<file path="src/hdl/sbaq_defines.svh">
// Constants for the receive boost adaptation qualifier.
// Assumes inclusion by the package and by each design module.
`ifndef SBAQ_DEFINES_SVH
`define SBAQ_DEFINES_SVH

`define SBAQ_ATT_W          3
`define SBAQ_BOOST_W        4
`define SBAQ_DFE_W          5
`define SBAQ_CNT_W          8
`define SBAQ_WIN_W          16
`define SBAQ_PER_W          8

`define SBAQ_PATTERN        9'h005
`define SBAQ_ATT_RESET      3'h3
`define SBAQ_BOOST_RESET    4'h7
`define SBAQ_DFE_RESET      5'h0f
`define SBAQ_QUAL_THRESH    8'h10
`define SBAQ_WINDOW_LEN     16'h0400
`define SBAQ_ADAPT_PERIOD   8'h40

`define SBAQ_P23_LEN        23
`define SBAQ_P23_TAP        18
`define SBAQ_P31_LEN        31
`define SBAQ_P31_TAP        28
`define SBAQ_SEED           31'h0000_0001

`endif

</file>
<file path="src/hdl/sbaq_pkg.sv">
// Types shared by the boost adaptation qualifier and its pattern generator.
// Assumes the defines header sits beside it.
`include "sbaq_defines.svh"

package sbaq_pkg;

    typedef enum logic [0:0] {
        SBAQ_PRBS23,
        SBAQ_PRBS31
    } sbaq_prbs_t;

    typedef struct packed {
        logic [30:0] lfsr;
        logic        bit_q;
    } sbaq_gen_state_t;

    typedef struct packed {
        logic [7:0]                   history;
        logic                         phase;
        logic [`SBAQ_CNT_W-1:0]       oddCnt;
        logic [`SBAQ_CNT_W-1:0]       evenCnt;
        logic [`SBAQ_WIN_W-1:0]       winCnt;
        logic [`SBAQ_PER_W-1:0]       perCnt;
        logic [`SBAQ_ATT_W-1:0]       rx_attenuator_setting;
        logic [`SBAQ_BOOST_W-1:0]     boost;
        logic [`SBAQ_DFE_W-1:0]       dfe;
        logic                         unreliable;
        logic                         update;
    } sbaq_state_t;

endpackage

</file>
<file path="src/hdl/sbaq_prbs_gen.sv">
// Self-test pseudo-random bit generator, order 23 or 31.
// Assumes one bit per core_clk and a mode held steady while enabled.
`timescale 1ns/1ps
`include "sbaq_defines.svh"

module sbaq_prbs_gen (
    input  wire logic               core_clk,
    input  wire logic               rst_b,
    input  wire logic               enable,
    input  wire sbaq_pkg::sbaq_prbs_t mode,
    output logic                    prbsBit
);

    sbaq_pkg::sbaq_gen_state_t st;
    sbaq_pkg::sbaq_gen_state_t next_st;
    logic                      feedback;

    // Feedback polynomial per selected order
    always_comb begin
        next_st = st;
        if (mode == sbaq_pkg::SBAQ_PRBS23) begin
            feedback = st.lfsr[`SBAQ_P23_LEN-1] ^ st.lfsr[`SBAQ_P23_TAP-1];
        end else begin
            feedback = st.lfsr[`SBAQ_P31_LEN-1] ^ st.lfsr[`SBAQ_P31_TAP-1];
        end
        if (enable) begin
            next_st.lfsr  = {st.lfsr[29:0], feedback};
            next_st.bit_q = feedback;
        end
    end

    // State register; seed never all zero
    always_ff @(posedge core_clk or negedge rst_b) begin
        if (!rst_b) begin
            st <= '{lfsr: `SBAQ_SEED, bit_q: 1'b0};
        end else begin
            st <= next_st;
        end
    end

    assign prbsBit = st.bit_q;

endmodule

</file>
<file path="src/hdl/sbaq_adapt.sv">
// Receive equalization adaptation with boost pattern qualification.
// Assumes one recovered bit per core_clk and comparator hints from the
// analog front end, all synchronous to core_clk.
`timescale 1ns/1ps
`include "sbaq_defines.svh"

module sbaq_adapt #(
    parameter logic [`SBAQ_CNT_W-1:0] QUAL_THRESH  = `SBAQ_QUAL_THRESH,
    parameter logic [`SBAQ_WIN_W-1:0] WINDOW_LEN   = `SBAQ_WINDOW_LEN,
    parameter logic [`SBAQ_PER_W-1:0] ADAPT_PERIOD = `SBAQ_ADAPT_PERIOD
) (
    input  wire logic                      core_clk,
    input  wire logic                      rst_b,
    input  wire logic                      rxBit,
    input  wire logic                      trainingActive,
    input  wire logic                      adaptEnable,
    input  wire logic [`SBAQ_ATT_W-1:0]    fixedAtt,
    input  wire logic [`SBAQ_BOOST_W-1:0]  fixedBoost,
    input  wire logic [`SBAQ_DFE_W-1:0]    fixedDfe,
    input  wire logic                      attUp,
    input  wire logic                      attDown,
    input  wire logic                      boostUp,
    input  wire logic                      boostDown,
    input  wire logic                      dfeUp,
    input  wire logic                      dfeDown,
    input  wire logic                      bistEnable,
    input  wire sbaq_pkg::sbaq_prbs_t      bistMode,
    output logic                           bistBit,
    output logic [`SBAQ_ATT_W-1:0]         rxAttenuatorSetting,
    output logic [`SBAQ_BOOST_W-1:0]       rxBoostSetting,
    output logic [`SBAQ_DFE_W-1:0]         rxDecisionFeedbackSetting,
    output logic [`SBAQ_CNT_W-1:0]         oddMatchCount,
    output logic [`SBAQ_CNT_W-1:0]         evenMatchCount,
    output logic                           boostUpdated,
    output logic                           boostUnreliable
);

    sbaq_pkg::sbaq_state_t st;
    sbaq_pkg::sbaq_state_t next_st;
    logic                  inBit;
    logic                  match;
    logic                  qualified;
    logic                  periodEnd;

    // Self-test generator, looped into the detector while enabled
    sbaq_prbs_gen u_prbs (
        .core_clk (core_clk),
        .rst_b    (rst_b),
        .enable   (bistEnable),
        .mode     (bistMode),
        .prbsBit  (bistBit)
    );

    // Detector input and pattern match on the newest nine bits
    assign inBit     = bistEnable ? bistBit : rxBit;
    assign match     = ({st.history, inBit} == `SBAQ_PATTERN) && !trainingActive;
    assign qualified = (st.oddCnt >= QUAL_THRESH) && (st.evenCnt >= QUAL_THRESH);
    assign periodEnd = (st.perCnt == ADAPT_PERIOD - 1'b1);

    // Next-state logic for detection, windows and settings
    always_comb begin
        next_st         = st;
        next_st.history = {st.history[6:0], inBit};
        next_st.phase   = ~st.phase;
        next_st.update  = 1'b0;
        next_st.perCnt  = periodEnd ? '0 : st.perCnt + 1'b1;

        // Separate alignment counters, saturating
        if (match && st.phase && st.oddCnt != '1) begin
            next_st.oddCnt = st.oddCnt + 1'b1;
        end
        if (match && !st.phase && st.evenCnt != '1) begin
            next_st.evenCnt = st.evenCnt + 1'b1;
        end

        if (!adaptEnable) begin
            // Fixed values override adaptation
            next_st.rx_attenuator_setting        = fixedAtt;
            next_st.boost      = fixedBoost;
            next_st.dfe        = fixedDfe;
            next_st.oddCnt     = '0;
            next_st.evenCnt    = '0;
            next_st.winCnt     = '0;
            next_st.unreliable = 1'b0;
        end else begin
            // Attenuator and feedback track front-end hints
            if (periodEnd) begin
                if (attUp && !attDown && st.rx_attenuator_setting != '1) begin
                    next_st.rx_attenuator_setting = st.rx_attenuator_setting + 1'b1;
                end else if (attDown && !attUp && st.rx_attenuator_setting != '0) begin
                    next_st.rx_attenuator_setting = st.rx_attenuator_setting - 1'b1;
                end
                if (dfeUp && !dfeDown && st.dfe != '1) begin
                    next_st.dfe = st.dfe + 1'b1;
                end else if (dfeDown && !dfeUp && st.dfe != '0) begin
                    next_st.dfe = st.dfe - 1'b1;
                end
            end
            if (qualified) begin
                // Boost moves only once both alignments qualify
                if (boostUp && !boostDown && st.boost != '1) begin
                    next_st.boost = st.boost + 1'b1;
                end else if (boostDown && !boostUp && st.boost != '0) begin
                    next_st.boost = st.boost - 1'b1;
                end
                next_st.update     = 1'b1;
                next_st.unreliable = 1'b0;
                next_st.oddCnt     = '0;
                next_st.evenCnt    = '0;
                next_st.winCnt     = '0;
            end else if (st.winCnt == WINDOW_LEN - 1'b1) begin
                // Window lapsed: boost held, result flagged
                next_st.unreliable = 1'b1;
                next_st.oddCnt     = '0;
                next_st.evenCnt    = '0;
                next_st.winCnt     = '0;
            end else begin
                next_st.winCnt = st.winCnt + 1'b1;
            end
        end
    end

    // State register
    always_ff @(posedge core_clk or negedge rst_b) begin
        if (!rst_b) begin
            st <= '{history:    8'hff,
                    phase:      1'b0,
                    oddCnt:     '0,
                    evenCnt:    '0,
                    winCnt:     '0,
                    perCnt:     '0,
                    rx_attenuator_setting:        `SBAQ_ATT_RESET,
                    boost:      `SBAQ_BOOST_RESET,
                    dfe:        `SBAQ_DFE_RESET,
                    unreliable: 1'b1,
                    update:     1'b0};
        end else begin
            st <= next_st;
        end
    end

    // Registered outputs
    assign rxAttenuatorSetting       = st.rx_attenuator_setting;
    assign rxBoostSetting            = st.boost;
    assign rxDecisionFeedbackSetting = st.dfe;
    assign oddMatchCount             = st.oddCnt;
    assign evenMatchCount            = st.evenCnt;
    assign boostUpdated              = st.update;
    assign boostUnreliable           = st.unreliable;

endmodule

</file>
<file path="config.mk">
export PLATFORM = sky130hd
export DESIGN_NAME = sbaq_adapt
export DESIGN_NICKNAME = d
export VERILOG_FILES = /design/src/hdl/sbaq_pkg.sv /design/src/hdl/sbaq_prbs_gen.sv /design/src/hdl/sbaq_adapt.sv
export VERILOG_INCLUDE_DIRS = /design/src /design/src/hdl
export SDC_FILE = /design/constraint.sdc
export NUM_CORES = 1
export LEC_CHECK = 0
export ABC_CLOCK_PERIOD_IN_PS = 2780
export BUFFER_PORTS_ARGS = -buffer_cell sky130_fd_sc_hd__buf_2
export CAP_MARGIN = 15
export CORE_MARGIN = 1
export CORE_UTILIZATION = 35
export CTS_BUF_LIST = sky130_fd_sc_hd__clkbuf_4
export CTS_CLUSTER_DIAMETER = 60
export DETAILED_ROUTE_END_ITERATION = 10
export MAX_ROUTING_LAYER = met4
export PLACE_DENSITY = 0.56
export REMOVE_ABC_BUFFERS = 1
export SLEW_MARGIN = 20
export SYNTH_ARGS = -nofsm -noshare
export SYNTH_HDL_FRONTEND = slang
export SYNTH_SLANG_ARGS = --single-unit
</file>
<file path="constraint.sdc">
create_clock -name core_clk -period 2.78 [get_ports core_clk]
set_input_delay 0.556 -clock core_clk [delete_from_list [all_inputs] [get_ports core_clk]]
set_output_delay 0.556 -clock core_clk [all_outputs]
set_load 0.01 [all_outputs]
</file>
=== Word-level counts from Yosys, hierarchy flattened ===
Index checks and enable logic that the tools add are counted.
W data, S select, Z words.

* Add/sub/neg operators: 10
* $lt $le $gt $ge: 2
* Equality and inequality tests: 16
* Muxes and demuxes: 23
* Bitwise gates (word level): 3
* Reduce and logical (&&, ||, !) cells: 32

{| class="wikitable"
|+ Operator list
! kind !! number
|-
| $mux W32 || 2
|-
| $mux W16 || 2
|-
| $add A8 B1 Y8 const B || 3
|-
| $mux W8 || 3
|-
| $logic_and A1 B1 Y1 || 18
|-
| $add A16 B1 Y16 const B || 1
|-
| $eq A16 B10 Y1 const B || 1
|-
| $ge A8 B5 Y1 const B || 2
|-
| $ne A8 B8 Y1 const B || 2
|-
| $mux W5 || 3
|-
| $mux W13 || 1
|-
| $mux W4 || 3
|-
| $ne A3 B1 Y1 const B || 4
|-
| $eq A9 B3 Y1 const B || 1
|-
| $mux W3 || 3
|-
| $eq A8 B6 Y1 const B || 1
|-
| $logic_not A1 Y1 || 8
|-
| $ne A4 B1 Y1 const B || 2
|-
| $mux W1 || 6
|-
| $reduce_and A2 Y1 || 3
|-
| $add A5 B1 Y5 const B || 1
|-
| $ne A5 B5 Y1 const B || 1
|-
| $reduce_bool A5 Y1 || 1
|-
| $sub A5 B1 Y5 const B || 1
|-
| other kinds (11) || 13
|}

* Flip-flop bits (word level): 95
* Input port bits: 25
* Output and inout port bits: 31
* Word-level logic and storage cells: 99

=== Depth between registers and ports, before layout ===
Gate-level depths: netlist of run 1.

* Depth in word-level cells: 9
* Depth in mapped cells: 8
* Depth with buffers taken out: 8

=== Modules after synthesis ===
Synthesis of run 1 repeated with hierarchy kept, for this count alone.

* Cells, all modules: 423
* Area, all modules: 4872.2 µm²

{| class="wikitable"
|+ Modules (own cells, without submodules)
! module !! instances !! cells an instance !! area an instance (µm²) !! sequential area each (µm²)
|-
| sbaq_adapt || 1 || 349 || 3494.6 || 1599.0
|-
| sbaq_prbs_gen || 1 || 74 || 1377.6 || 802.0
|}

=== Worst setup path before layout of run 1 ===
OpenSTA, ideal clock, no wires.

* Path type: reg-to-reg
* From: register st (netlist bit rxDecisionFeedbackSetting[0])
* To: register st (netlist bit rxDecisionFeedbackSetting[2])
* Setup time: 82 ps
* Arrival time: 2258 ps
* Required time: 2698 ps
* Path slack: 440 ps
* Stages on the path, launching flop included: 7
* Path buffers: 0
* Period minus slack after synthesis: 2340 ps
* Cells stage by stage: dfstp_2 nand4_1 o21ai_0 ha_1 xor2_1 mux2_2 mux2_2

* Longest elaborated chain between the ends: 5
* Elaborated cells between the ends (all ways): 12
* Those cells by class: add/sub: 2; eq/ne: 2; mux: 4; reduce/logical: 4

{| class="wikitable"
|+ RTL lines
! what !! RTL line !! RTL
|-
| start, declared || sbaq_adapt.sv:38 || <nowiki>sbaq_pkg::sbaq_state_t st;</nowiki>
|-
| start signal, assigned || sbaq_adapt.sv:126 || <nowiki>st <= '{history: 8'hff,</nowiki>
|-
| start signal, assigned || sbaq_adapt.sv:138 || <nowiki>st <= next_st;</nowiki>
|-
| $sub A5 B1 Y5 / $ne A5 B5 Y1 (equally long branches) || sbaq_adapt.sv:96, sbaq_adapt.sv:93 ||
|-
| $mux W5 / $logic_and A1 B1 Y1 (equally long branches) || sbaq_adapt.sv:95, sbaq_adapt.sv:93 ||
|-
| $mux W5 || sbaq_adapt.sv:93 || <nowiki>if (dfeUp && !dfeDown && st.dfe != '1) begin</nowiki>
|-
| $mux W5 || sbaq_adapt.sv:87 || <nowiki>if (periodEnd) begin</nowiki>
|-
| $mux W13 || sbaq_adapt.sv:76 || <nowiki>if (!adaptEnable) begin</nowiki>
|}

Parallel ways exist; a longest one is shown, timed or not. The select of a mux whose other input is x is not followed.
A chain may end at the register's enable or synchronous reset.

=== Final worst setup path of run 1 ===
Ends and elaborated chain as after synthesis.

==> impl_metrics.csv, run 1 <==
group,metric,value,unit
synthesis,synthMuxAreaShare,0.0967,
drt,post_drt_wl_per_cell,12.8,um
setup_path,worst_path_dominant_cell_family,"flip-flops",
place,dp_hpwl,5790,um
synthesis,synth-simple-area-share,0.152,
synthesis,ys_seq_elements,95,
sta,setup_viol_count_final,0,
clock_tree,cts_tree,"yes",
sta,worst_pin_slew,0.578,ns
setup_path,cp.arrival,2.76,ns
global_route,grt_max_degree,49,
clock_tree,cts_buffers,9,
setup_path,reg2reg_to,"rxDecisionFeedbackSetting[2]",
synthesis,synth.avg_cell_area,11.2,um^2
sta,fin_crit,2.36,ns
drt,vias,3047,
synthesis,syn-cell-area,4730,um^2
cells_and_area,fin_area,5150,um^2
synthesis,ys_warn_count,0,
cells_and_area,final_util,0.391,
sta,slew-limit-headroom,0.611,
run_status,run_status,"complete, no violations",
sta,final-hold-violation-count,0,
setup_path,endpoint,"rxDecisionFeedbackSetting[2]",
setup_path,path_common_cell,"mux2_2",
cells_and_area,antennaDiodeCount,0,
setup_path,critical_path_class,"reg2reg",
synthesis,synth_compound_area_frac,0.0685,
setup_path,r2r_cells,6,
global_route,overflow,0,
setup_path,path_buf_inv,0,
synthesis,synth_top_area_share,0.402,
synthesis,synthXorXnorAreaFrac,0.0666,
setup_path,worst_path_max_delay_cell,"dfstp_2",
min_path,worstHoldPathType,"in2reg",
sta,rsz0062_at_grt,"false",
setup_path,crit_cells,6,
drt,routed_wl,8180,um
setup_path,cp_max_fo,7,
global_route,antenna_found_initial,0,
setup_path,worstSetupStartpointType,"flip-flop",
place,gp_congestion,0.779,
synthesis,synth_area_leaders,"dfrtp_1, dfstp_2, mux2_2",
drt,vias_per_cell,4.78,
power_and_ir_drop,p_leak,0.00225,uW
synthesis,synth_area_leader_cell,"dfrtp_1",
die,die_area,14000,um^2
setup_path,reg2reg_from,"rxDecisionFeedbackSetting[0]",
synthesis,synth_seq_area_share,0.507,
power_and_ir_drop,power.total,2890,uW
synthesis,synthAdderAreaFrac,0.0418,
clock_tree,clk_latency,0.45,ns
place,port_buffers,55,
sta,fin_setup_tns,0,ns
die,rows,42,
setup_path,cp.required,3.18,ns
job,drv_cap,0,
global_route,track_usage,0.134,
setup_path,endpoint_kind,"flip-flop",
die,die_w,118,um
drt,firstDrtPassIters,4,
clock_tree,cts_max_path_buffers,2,
cells_and_area,synthToLayoutAreaGrowth,8.86,%
clock_tree,root_buffer,"clkbuf_4",
sta,fin_crit_sh,0.848,
cells_and_area,num-nets-final,496,
clock_tree,clkTransAtPathRegs,0.15,ns
sta,max_freq,424,MHz
power_and_ir_drop,powerDensity,560,nW/um^2
power_and_ir_drop,peakVddDrop,0.000390,V
synthesis,ys_types,48,
die,coreArea,13200,um^2
clock_tree,cts_max_level,3,
global_route,grt_pass1_wl,14700,um
drt,drtAntennaViolNets,0,
clock_tree,cts_sinks,95,
sta,finClkSkew,0.0120,ns
clock_tree,cts_setup_buffers,0,
global_route,grt_pass1_vias,3111,
setup_path,max_stage_delay,0.63,ns
synthesis,synthCells,422,
synthesis,synth_flop_cell,"dfrtp_1",
sta,slew_viol_final,0,
drt,drc_errors,0,
synthesis,synth_edf_count,0,
setup_path,path_cells,"nand4_1 -> o21ai_1 -> ha_1 -> xor2_1 -> mux2_2 -> mux2_2",
synthesis,synth_top_family_by_area,"simple AND/OR/NAND/NOR gates",
setup_path,r2r_setup_slack,0.42,ns
place,dpl-instance-area,5030,um^2
drt,drtIter0Drc,109,
die,io_pins,56,
cells_and_area,drive_gt1_frac,0.303,
synthesis,postSynth.asyncResetShare,1.00,
die,die_h,118,um
die,start_util,0.359,
setup_path,crit_path_start,"rxDecisionFeedbackSetting[0]",
==> worst register-to-register path, stage by stage, from the launching register on <==
cell and delay, ns:
dfstp_2 0.63, nand4_1 0.13, o21ai_1 0.47, ha_1 0.38, xor2_1 0.16, mux2_2 0.27, mux2_2 0.26
==> worst min-delay path by stage <==
| stage | start | endpoint | slack [ns] | depth (start not counted) |
|---|---|---|---|---|
| finish | fixedAtt[1] | rxAttenuatorSetting[1] | 0.30 | 3 |
| global route | fixedAtt[1] | rxAttenuatorSetting[1] | 0.26 | 3 |
| CTS | fixedAtt[1] | rxAttenuatorSetting[1] | 0.25 | 3 |
| detailed placement | next_st[57] | next_st[58] | 0.36 | 0 |
| global placement | next_st[57] | next_st[58] | 0.36 | 0 |
| floorplan | rst_b | boostUpdated | 0.26 | 0 |
==> kinds of logic after synthesis <==
family / count (synthesis)
adder cells (fa/ha/maj): 14
XOR/XNOR: 36
buffers and inverters: 52
AND/OR/NAND/NOR: 132
flip-flops: 95
multiplexers: 41
AO/OA/AOI/OAI: 52
==> per-stage QoR <==
step           setup WS, ns  cells  hold WS, ns
2_1_floorplan         0.405    383        0.260
3_3_place_gp          0.289    621        0.356
4_1_cts               0.170    638        0.246
6_report              0.422    638        0.301
3_5_place_dp          0.193    621        0.359
5_1_grt               0.239    638        0.263
==> state kept, by name (all words and copies together), names as in the netlist <==
| signal | cells |
|---|---|
| rxAttenuatorSetting | 3 |
| u_prbs.st | 31 |
| rxDecisionFeedbackSetting | 5 |
| u_prbs.prbsBit | 1 |
| boostUnreliable | 1 |
| boostUpdated | 1 |
| st | 26 |
| next_st | 7 |
| oddMatchCount | 8 |
| rxBoostSetting | 4 |
| evenMatchCount | 8 |
==> layout make-up <==
class | count | area [um^2]
clock buffer | 9 | 67.6
clock inverter | 7 | 48.8
fill | 1303 | 8040
inverter | 13 | 48.8
multi-input combinational | 275 | 2010
sequential | 95 | 2400
tap | 176 | 220
timing repair buffer | 63 | 353
==> report_power, final <==
group          internal [uW]  switching [uW]
Clock                    183             474
Combinational            257             190
Sequential              1640             143
Total                   2080             808
==> timing repair <==
| action | CTS | global route |
|---|---|---|
| resized for setup | 0 | 1 |
| hold buffers | 1 | 0 |
| setup endpoints to repair | 0 | 1 |
| endpoints found under the hold margin | 17 | 0 |
==> per-layer routing <==
layer  global-route usage  vias up  routed length, um
li1                     -     1521                  -
met2                0.195       42               3650
met1                0.175     1472               4010
met3               0.0357       12                381
met4               0.0577        0                139
met5                    -        -                  0
==> layout by cell type (no fill, tap or decap), types with 6 or more instances in the layout <==
master / count
a21oi_1: 19
buf_2: 54
buf_4: 7
clkbuf_4: 9
dfrtp_1: 76
dfstp_2: 19
ha_1: 11
inv_1: 13
mux2_2: 34
mux2i_1: 6
nand2_1: 12
nand3_1: 22
nand4_1: 7
nor2_1: 46
nor3_1: 7
o21ai_0: 9
xnor2_1: 19
xor2_1: 17
==> synthesized netlist by cell type (2+ instances only) <==
library cell / number
and3_1: 5
o211ai_1: 2
nand2_1: 12
or4_1: 4
nand2b_1: 2
inv_1: 13
or3_1: 4
nand4_1: 7
nand3_1: 22
nor4_1: 5
fa_1: 3
nor2_1: 46
and4_1: 2
nor4_4: 2
dfrtp_1: 76
buf_4: 29
a31oi_1: 3
a311oi_1: 2
xnor2_1: 19
o21ai_0: 10
a21boi_0: 2
clkbuf_1: 8
nor2b_1: 4
mux2_2: 34
a21o_1: 3
mux2i_1: 6
and2_1: 3
xor2_1: 17
dfstp_2: 19
buf_6: 2
a21oi_1: 19
o31ai_1: 5
ha_1: 11
nor3_1: 7
Power figures use the tool's default switching activity.
==> run 2: changes to the inputs <==
--- a/config.mk
+++ b/config.mk
@@ -6,7 +6,7 @@
 export SDC_FILE = /design/constraint.sdc
 export NUM_CORES = 1
 export LEC_CHECK = 0
-export ABC_CLOCK_PERIOD_IN_PS = 2780
+export ABC_CLOCK_PERIOD_IN_PS = 1900
 export BUFFER_PORTS_ARGS = -buffer_cell sky130_fd_sc_hd__buf_2
 export CAP_MARGIN = 15
 export CORE_MARGIN = 1
@@ -15,7 +15,7 @@
 export CTS_CLUSTER_DIAMETER = 60
 export DETAILED_ROUTE_END_ITERATION = 10
 export MAX_ROUTING_LAYER = met4
-export PLACE_DENSITY = 0.56
+export PLACE_DENSITY = 0.58
 export REMOVE_ABC_BUFFERS = 1
 export SLEW_MARGIN = 20
 export SYNTH_ARGS = -nofsm -noshare
==> constraint.sdc (replaced) <==
create_clock -name core_clk -period 1.9 [get_ports core_clk]
set_input_delay 0.38 -clock core_clk [delete_from_list [all_inputs] [get_ports core_clk]]
set_output_delay 0.38 -clock core_clk [all_outputs]
set_load 0.01 [all_outputs]
==> run 2 against run 1 <==
Against the previous run:
- the run now ends with design-rule violations, negative setup slack left
- critical path depth stayed put
- worst hold slack lost 0.17 ns
- non-clock buffer count increased by 40
- clock skew increased by 0.0022 ns
- clock power up 110%
- sequential power increased by 46%
- flip-flop and latch count is the same
- register-to-register slack lost 0.46 ns
- final cell count grew 6.3%
==> impl_metrics.csv, run 2 (synthesis gave the netlist of run 1 again) <==
group,metric,value,unit
global_route,track_usage,0.145,
place,gp_congestion,0.784,
clock_tree,cts_sinks,95,
die,start_util,0.359,
power_and_ir_drop,power_frac_seq,0.548,
setup_path,worstSetupStartpointType,"flip-flop",
cells_and_area,fillers,1276,
power_and_ir_drop,power_frac_comb,0.168,
power_and_ir_drop,peakVddDrop,0.000634,V
setup_path,critical_path_class,"reg2reg",
sta,setup_slack,-0.0409,ns
setup_path,endpoint_kind,"flip-flop",
drt,drc_errors,1,
sta,fin_crit,1.94,ns
clock_tree,cts_max_level,3,
power_and_ir_drop,p_clk_frac,0.284,
clock_tree,clk_latency,0.45,ns
sta,max_freq,515,MHz
global_route,overflow,0,
drt,post_drt_wl_per_cell,13.0,um
min_path,hold_depth,3,
power_and_ir_drop,p_leak,0.00253,uW
sta,fin_setup_tns,-0.0693,ns
cells_and_area,final_cell_mix,"dfrtp_1, buf_2, nor2_1",
cells_and_area,num-nets-final,536,
cells_and_area,largest_reg_flops,31,
cells_and_area,layout_commonest_cell,"dfrtp_1",
die,io_pins,56,
drt,routed_wl,8820,um
drt,vias,3240,
drt,vias_per_cell,4.78,
global_route,grt_max_degree,96,
setup_path,r2r_cells,6,
job,drv_cap,0,
run_status,violations,"design-rule violations, negative setup slack",
setup_path,cp.required,2.29,ns
sta,timing.hold.ws,0.136,ns
setup_path,cp_max_fo,5,
sta,fin_crit_sh,1.02,
clock_tree,cts_buffers,9,
setup_path,path_cells,"buf_4 -> or4_4 -> o21ai_4 -> a21boi_2 -> mux2_4 -> mux2_4",
die,die_area,14000,um^2
cells_and_area,synthToLayoutAreaGrowth,20.6,%
setup_path,cp.arrival,2.33,ns
die,die_h,118,um
sta,worst_pin_slew,0.481,ns
sta,rsz0062_at_grt,"true",
sta,finClkSkew,0.0142,ns
clock_tree,root_buffer,"clkbuf_4",
min_path,worstHoldPathType,"in2reg",
sta,setup_viol_count_final,3,
cells_and_area,final_cells,678,
sta,final-hold-violation-count,0,
setup_path,path_common_cell,"mux2_4",
power_and_ir_drop,powerDensity,831,nW/um^2
die,die_w,118,um
die,rows,42,
sta,slew-limit-headroom,0.679,
run_status,run_status,"finished with violations",
global_route,grt_pass1_wl,15800,um
place,dp_hpwl,6040,um
setup_path,max_stage_delay,0.49,ns
cells_and_area,regMostFlops,"u_prbs.st",
cells_and_area,drive_gt1_frac,0.402,
clock_tree,cts_max_path_buffers,2,
clock_tree,clkTransAtPathRegs,0.14,ns
power_and_ir_drop,p_int,3560,uW
sta,slew_viol_final,0,
place,port_buffers,55,
drt,firstDrtPassIters,7,
cells_and_area,antennaDiodeCount,0,
drt,drtAntennaViolNets,0,
drt,drtIter0Drc,112,
global_route,grt_pass1_vias,3367,
power_and_ir_drop,swShare,0.249,
clock_tree,cts_tree,"yes",
cells_and_area,reg_top3,"u_prbs.st: 31 flops, st: 26 flops",
die,coreArea,13200,um^2
setup_path,worst_path_max_delay_cell,"or4_4",
place,placedCellCount,654,
global_route,antenna_found_initial,0,
power_and_ir_drop,power_switching,1180,uW
==> run 2: path summary, 6_finish.rpt <==
path,startpoint,endpoint,slack (ns)
max,rxDecisionFeedbackSetting[1],rxDecisionFeedbackSetting[2],-0.04
min,fixedDfe[0],rxDecisionFeedbackSetting[0],0.14
max reg2reg,rxDecisionFeedbackSetting[1],rxDecisionFeedbackSetting[2],-0.04
min reg2reg,next_st[57],next_st[58],0.38
max in group asynchronous,rst_b,next_st[60],1.02
min in group asynchronous,rst_b,u_prbs.st[21],0.50
==> run 2: through the flow <==
stage	worst slack, ns	util	cell area, um^2	total power [uW]
3_3_place_gp	-0.122	0.401	5290	3330
2_1_floorplan	-0.475	-	4460	3060
3_5_place_dp	-0.163	0.401	5290	3370
4_1_cts	-0.0371	0.424	5590	4800
6_report	-0.0409	0.433	5710	4740
5_1_grt	-0.198	0.433	5710	5050
==> run 2: layer usage <==
metal,vias to the layer above,routed length [um],global-route usage
met2,47,4220,0.232
met4,0,81,0.0489
met1,1590,4140,0.176
li1,1596,-,-
met5,-,0,-
met3,7,380,0.0430
==> run 2: area by class of cell <==
| type | count | area, um^2 | share of cell area |
|---|---|---|---|
| multi-input cells | 275 | 2180 | 0.381 |
| clock buffers | 12 | 90.1 | 0.0158 |
| clock inverters | 4 | 93.8 | 0.0164 |
| repair buffers | 103 | 677 | 0.119 |
| flip-flops and latches | 95 | 2400 | 0.421 |
| well taps | 176 | 220 | 0.0386 |
| inverters | 13 | 48.8 | 0.00855 |
==> run 2: repair_timing <==
action / CTS / global route
buffers inserted: 3 / 4
pin swaps: 15 / 13
hold endpoints to repair: 76 / 0
hold buffers: 1 / 0
setup endpoints to repair: 6 / 16
gates resized for setup: 16 / 21
==> run 2: power by group through the flow <==
| stage | Combinational (uW) | Sequential, uW | Clock [uW] |
|---|---|---|---|
| 4_1_cts | 786 | 2600 | 1410 |
| 2_1_floorplan | 453 | 2610 | 0 |
| 3_5_place_dp | 731 | 2630 | 0 |
| 5_1_grt | 898 | 2650 | 1500 |
| 3_3_place_gp | 712 | 2610 | 0 |
| 6_report | 798 | 2600 | 1350 |
==> run 2: critical path: cells and delay by family, from the launching register on <==
| kind | cells | cell delay [ns] |
|---|---|---|
| multiplexers | 2 | 0.57 |
| flip-flops | 1 | 0.40 |
| AND/OR/NAND/NOR | 1 | 0.49 |
| buffers and inverters | 1 | 0.15 |
| AO/OA/AOI/OAI | 2 | 0.27 |
==> run 3: changes to the inputs <==
--- a/config.mk
+++ b/config.mk
@@ -17,6 +17,7 @@
 export MAX_ROUTING_LAYER = met4
 export PLACE_DENSITY = 0.58
 export REMOVE_ABC_BUFFERS = 1
+export SETUP_SLACK_MARGIN = 0.3
 export SLEW_MARGIN = 20
 export SYNTH_ARGS = -nofsm -noshare
 export SYNTH_HDL_FRONTEND = slang
==> run 3 against run 2 <==
Against the previous run:
- the flow finishes with violations (negative setup slack)
- largest power group unchanged
- via count increased by 11%
- sequential power about the same
- clock-buffer cell count stayed put
- final cell count is 8.0% higher
- maximum frequency decreased by 1.9%
- non-clock buffer count grew 54
- utilization rose by 8.7 points
- die area stayed put
- worst setup slack got worse by 0.038 ns
- final area is 20% higher
==> impl_metrics.csv, run 3 (synthesis gave the netlist of run 1 again) <==
group,metric,value,unit
run_status,run_status,"finished with violations",
sta,worst_pin_slew,0.506,ns
sta,slew-limit-headroom,0.663,
clock_tree,clk_latency,0.46,ns
sta,finClkSkew,0.0220,ns
drt,route.layer.met1.wl,4730,um
sta,fin_setup_tns,-0.230,ns
setup_path,r2r_setup_slack,-0.08,ns
run_status,violations,"negative setup slack",
die,die_h,118,um
cells_and_area,final_cell_mix,"dfrtp_1, buf_4, buf_6",
die,io_pins,56,
place,port_buffers,55,
sta,fin_crit,1.98,ns
sta,setup_viol_count_final,4,
cells_and_area,reg_top3,"u_prbs.st: 31 flops, st: 26 flops",
cells_and_area,regMostFlops,"u_prbs.st",
power_and_ir_drop,p_leak,0.00294,uW
global_route,grt_pass1_wl,17000,um
drt,wl_met2,5590,um
global_route,track_usage,0.158,
cells_and_area,antennaDiodeCount,0,
drt,drtAntennaViolNets,0,
die,coreArea,13200,um^2
drt,drtIter0Drc,113,
sta,fin_crit_sh,1.04,
clock_tree,cts_max_level,3,
cells_and_area,synthToLayoutAreaGrowth,44.9,%
cells_and_area,layout_commonest_cell,"dfrtp_1",
drt,topRoutingLayerUsed,"met4",
cells_and_area,regArea,2400,um^2
clock_tree,cts_sinks,95,
drt,post_drt_wl_per_cell,15.0,um
clock_tree,cts_tree,"yes",
drt,wl_met3,455,um
place,dpl-instance-area,5290,um^2
sta,max_freq,505,MHz
drt,routed_wl,11000,um
die,die_w,118,um
sta,setup_slack,-0.0792,ns
place,dp_hpwl,6040,um
cells_and_area,largest_reg_flops,31,
cells_and_area,fillers,1107,
clock_tree,cts_buffers,9,
cells_and_area,final_util,0.520,
global_route,antenna_found_initial,0,
power_and_ir_drop,peakVddDrop,0.000637,V
setup_path,endpoint_kind,"flip-flop",
drt,vias_per_cell,4.91,
setup_path,worstSetupStartpointType,"flip-flop",
clock_tree,cts_max_path_buffers,2,
global_route,grt_max_degree,96,
cells_and_area,multi_input_area,2610,um^2
sta,slew_viol_final,0,
drt,firstDrtPassIters,4,
die,start_util,0.359,
global_route,overflow,0,
setup_path,cp_max_fo,2,
job,drv_cap,0,
drt,vias,3595,
place,gp_congestion,0.784,
clock_tree,clkTransAtPathRegs,0.13,ns
setup_path,cp.required,2.29,ns
cells_and_area,drive_gt1_frac,0.565,
die,die_area,14000,um^2
sta,rsz0062_at_grt,"true",
setup_path,critical_path_class,"reg2reg",
global_route,grt_pass1_vias,3582,
power_and_ir_drop,powerDensity,720,nW/um^2
die,rows,42,
cells_and_area,fin_area,6860,um^2
setup_path,cp.arrival,2.37,ns
sta,final-hold-violation-count,0,
place,pre_cts_slack,-0.163,ns
min_path,worstHoldPathType,"in2reg",
cells_and_area,num-nets-final,590,
drt,drc_errors,0,
clock_tree,root_buffer,"clkbuf_4",
run 3: path summary, 6_finish.rpt:
kind,start,end,depth (start not counted)
max,next_st[57],evenMatchCount[7],5
min,fixedDfe[0],rxDecisionFeedbackSetting[0],3
max reg2reg,next_st[57],evenMatchCount[7],5
min reg2reg,next_st[57],next_st[58],0
max in group asynchronous,rst_b,evenMatchCount[5],3
min in group asynchronous,rst_b,u_prbs.st[21],3
run 3: routing by layer:
| layer | up-vias | global-route usage |
|---|---|---|
| met2 | 67 | 0.254 |
| li1 | 1710 | - |
| met4 | 0 | 0.0569 |
| met1 | 1801 | 0.189 |
| met5 | - | - |
| met3 | 17 | 0.0444 |
run 3: area by class of cell:
cell class                      instances  area share
Multi-Input combinational cell        275       0.380
Sequential cell                        95       0.351
Timing Repair Buffer                  157       0.203
Tap cell                              176      0.0321
Clock inverter                          4      0.0137
Clock buffer                           12      0.0131
Inverter                               13     0.00712
run 3: timing repair:
| action | in CTS | in global routing |
|---|---|---|
| endpoints found under the hold margin | 76 | 0 |
| cloned | 2 | 1 |
| setup buffers | 22 | 36 |
| pin swaps | 45 | 39 |
| hold buffers | 1 | 0 |
| gates resized for setup | 77 | 103 |
| setup endpoints to repair | 52 | 63 |
run 3: report_power, final:
group	switching, uW	leakage, uW	internal, uW
registers	205	0.00120	2400
clock network	648	0.0000992	708
logic	404	0.00164	573
total	1260	0.00294	3680
run 3: worst max-delay path, stage by stage (launching register included):
cell and delay, ns:
dfstp_2 0.56, nor3b_4 0.25, nand4_4 0.14, or3_4 0.42, or4_4 0.44, a21oi_2 0.13
run 3: per-stage QoR:
stage / hold slack, ns / cells / power [uW]
floorplan: 0.0844 / 383 / 3060
global placement: 0.357 / 654 / 3330
detailed placement: 0.356 / 654 / 3370
CTS: 0.0913 / 695 / 4890
global route: 0.0917 / 732 / 5230
finish: 0.132 / 732 / 4940
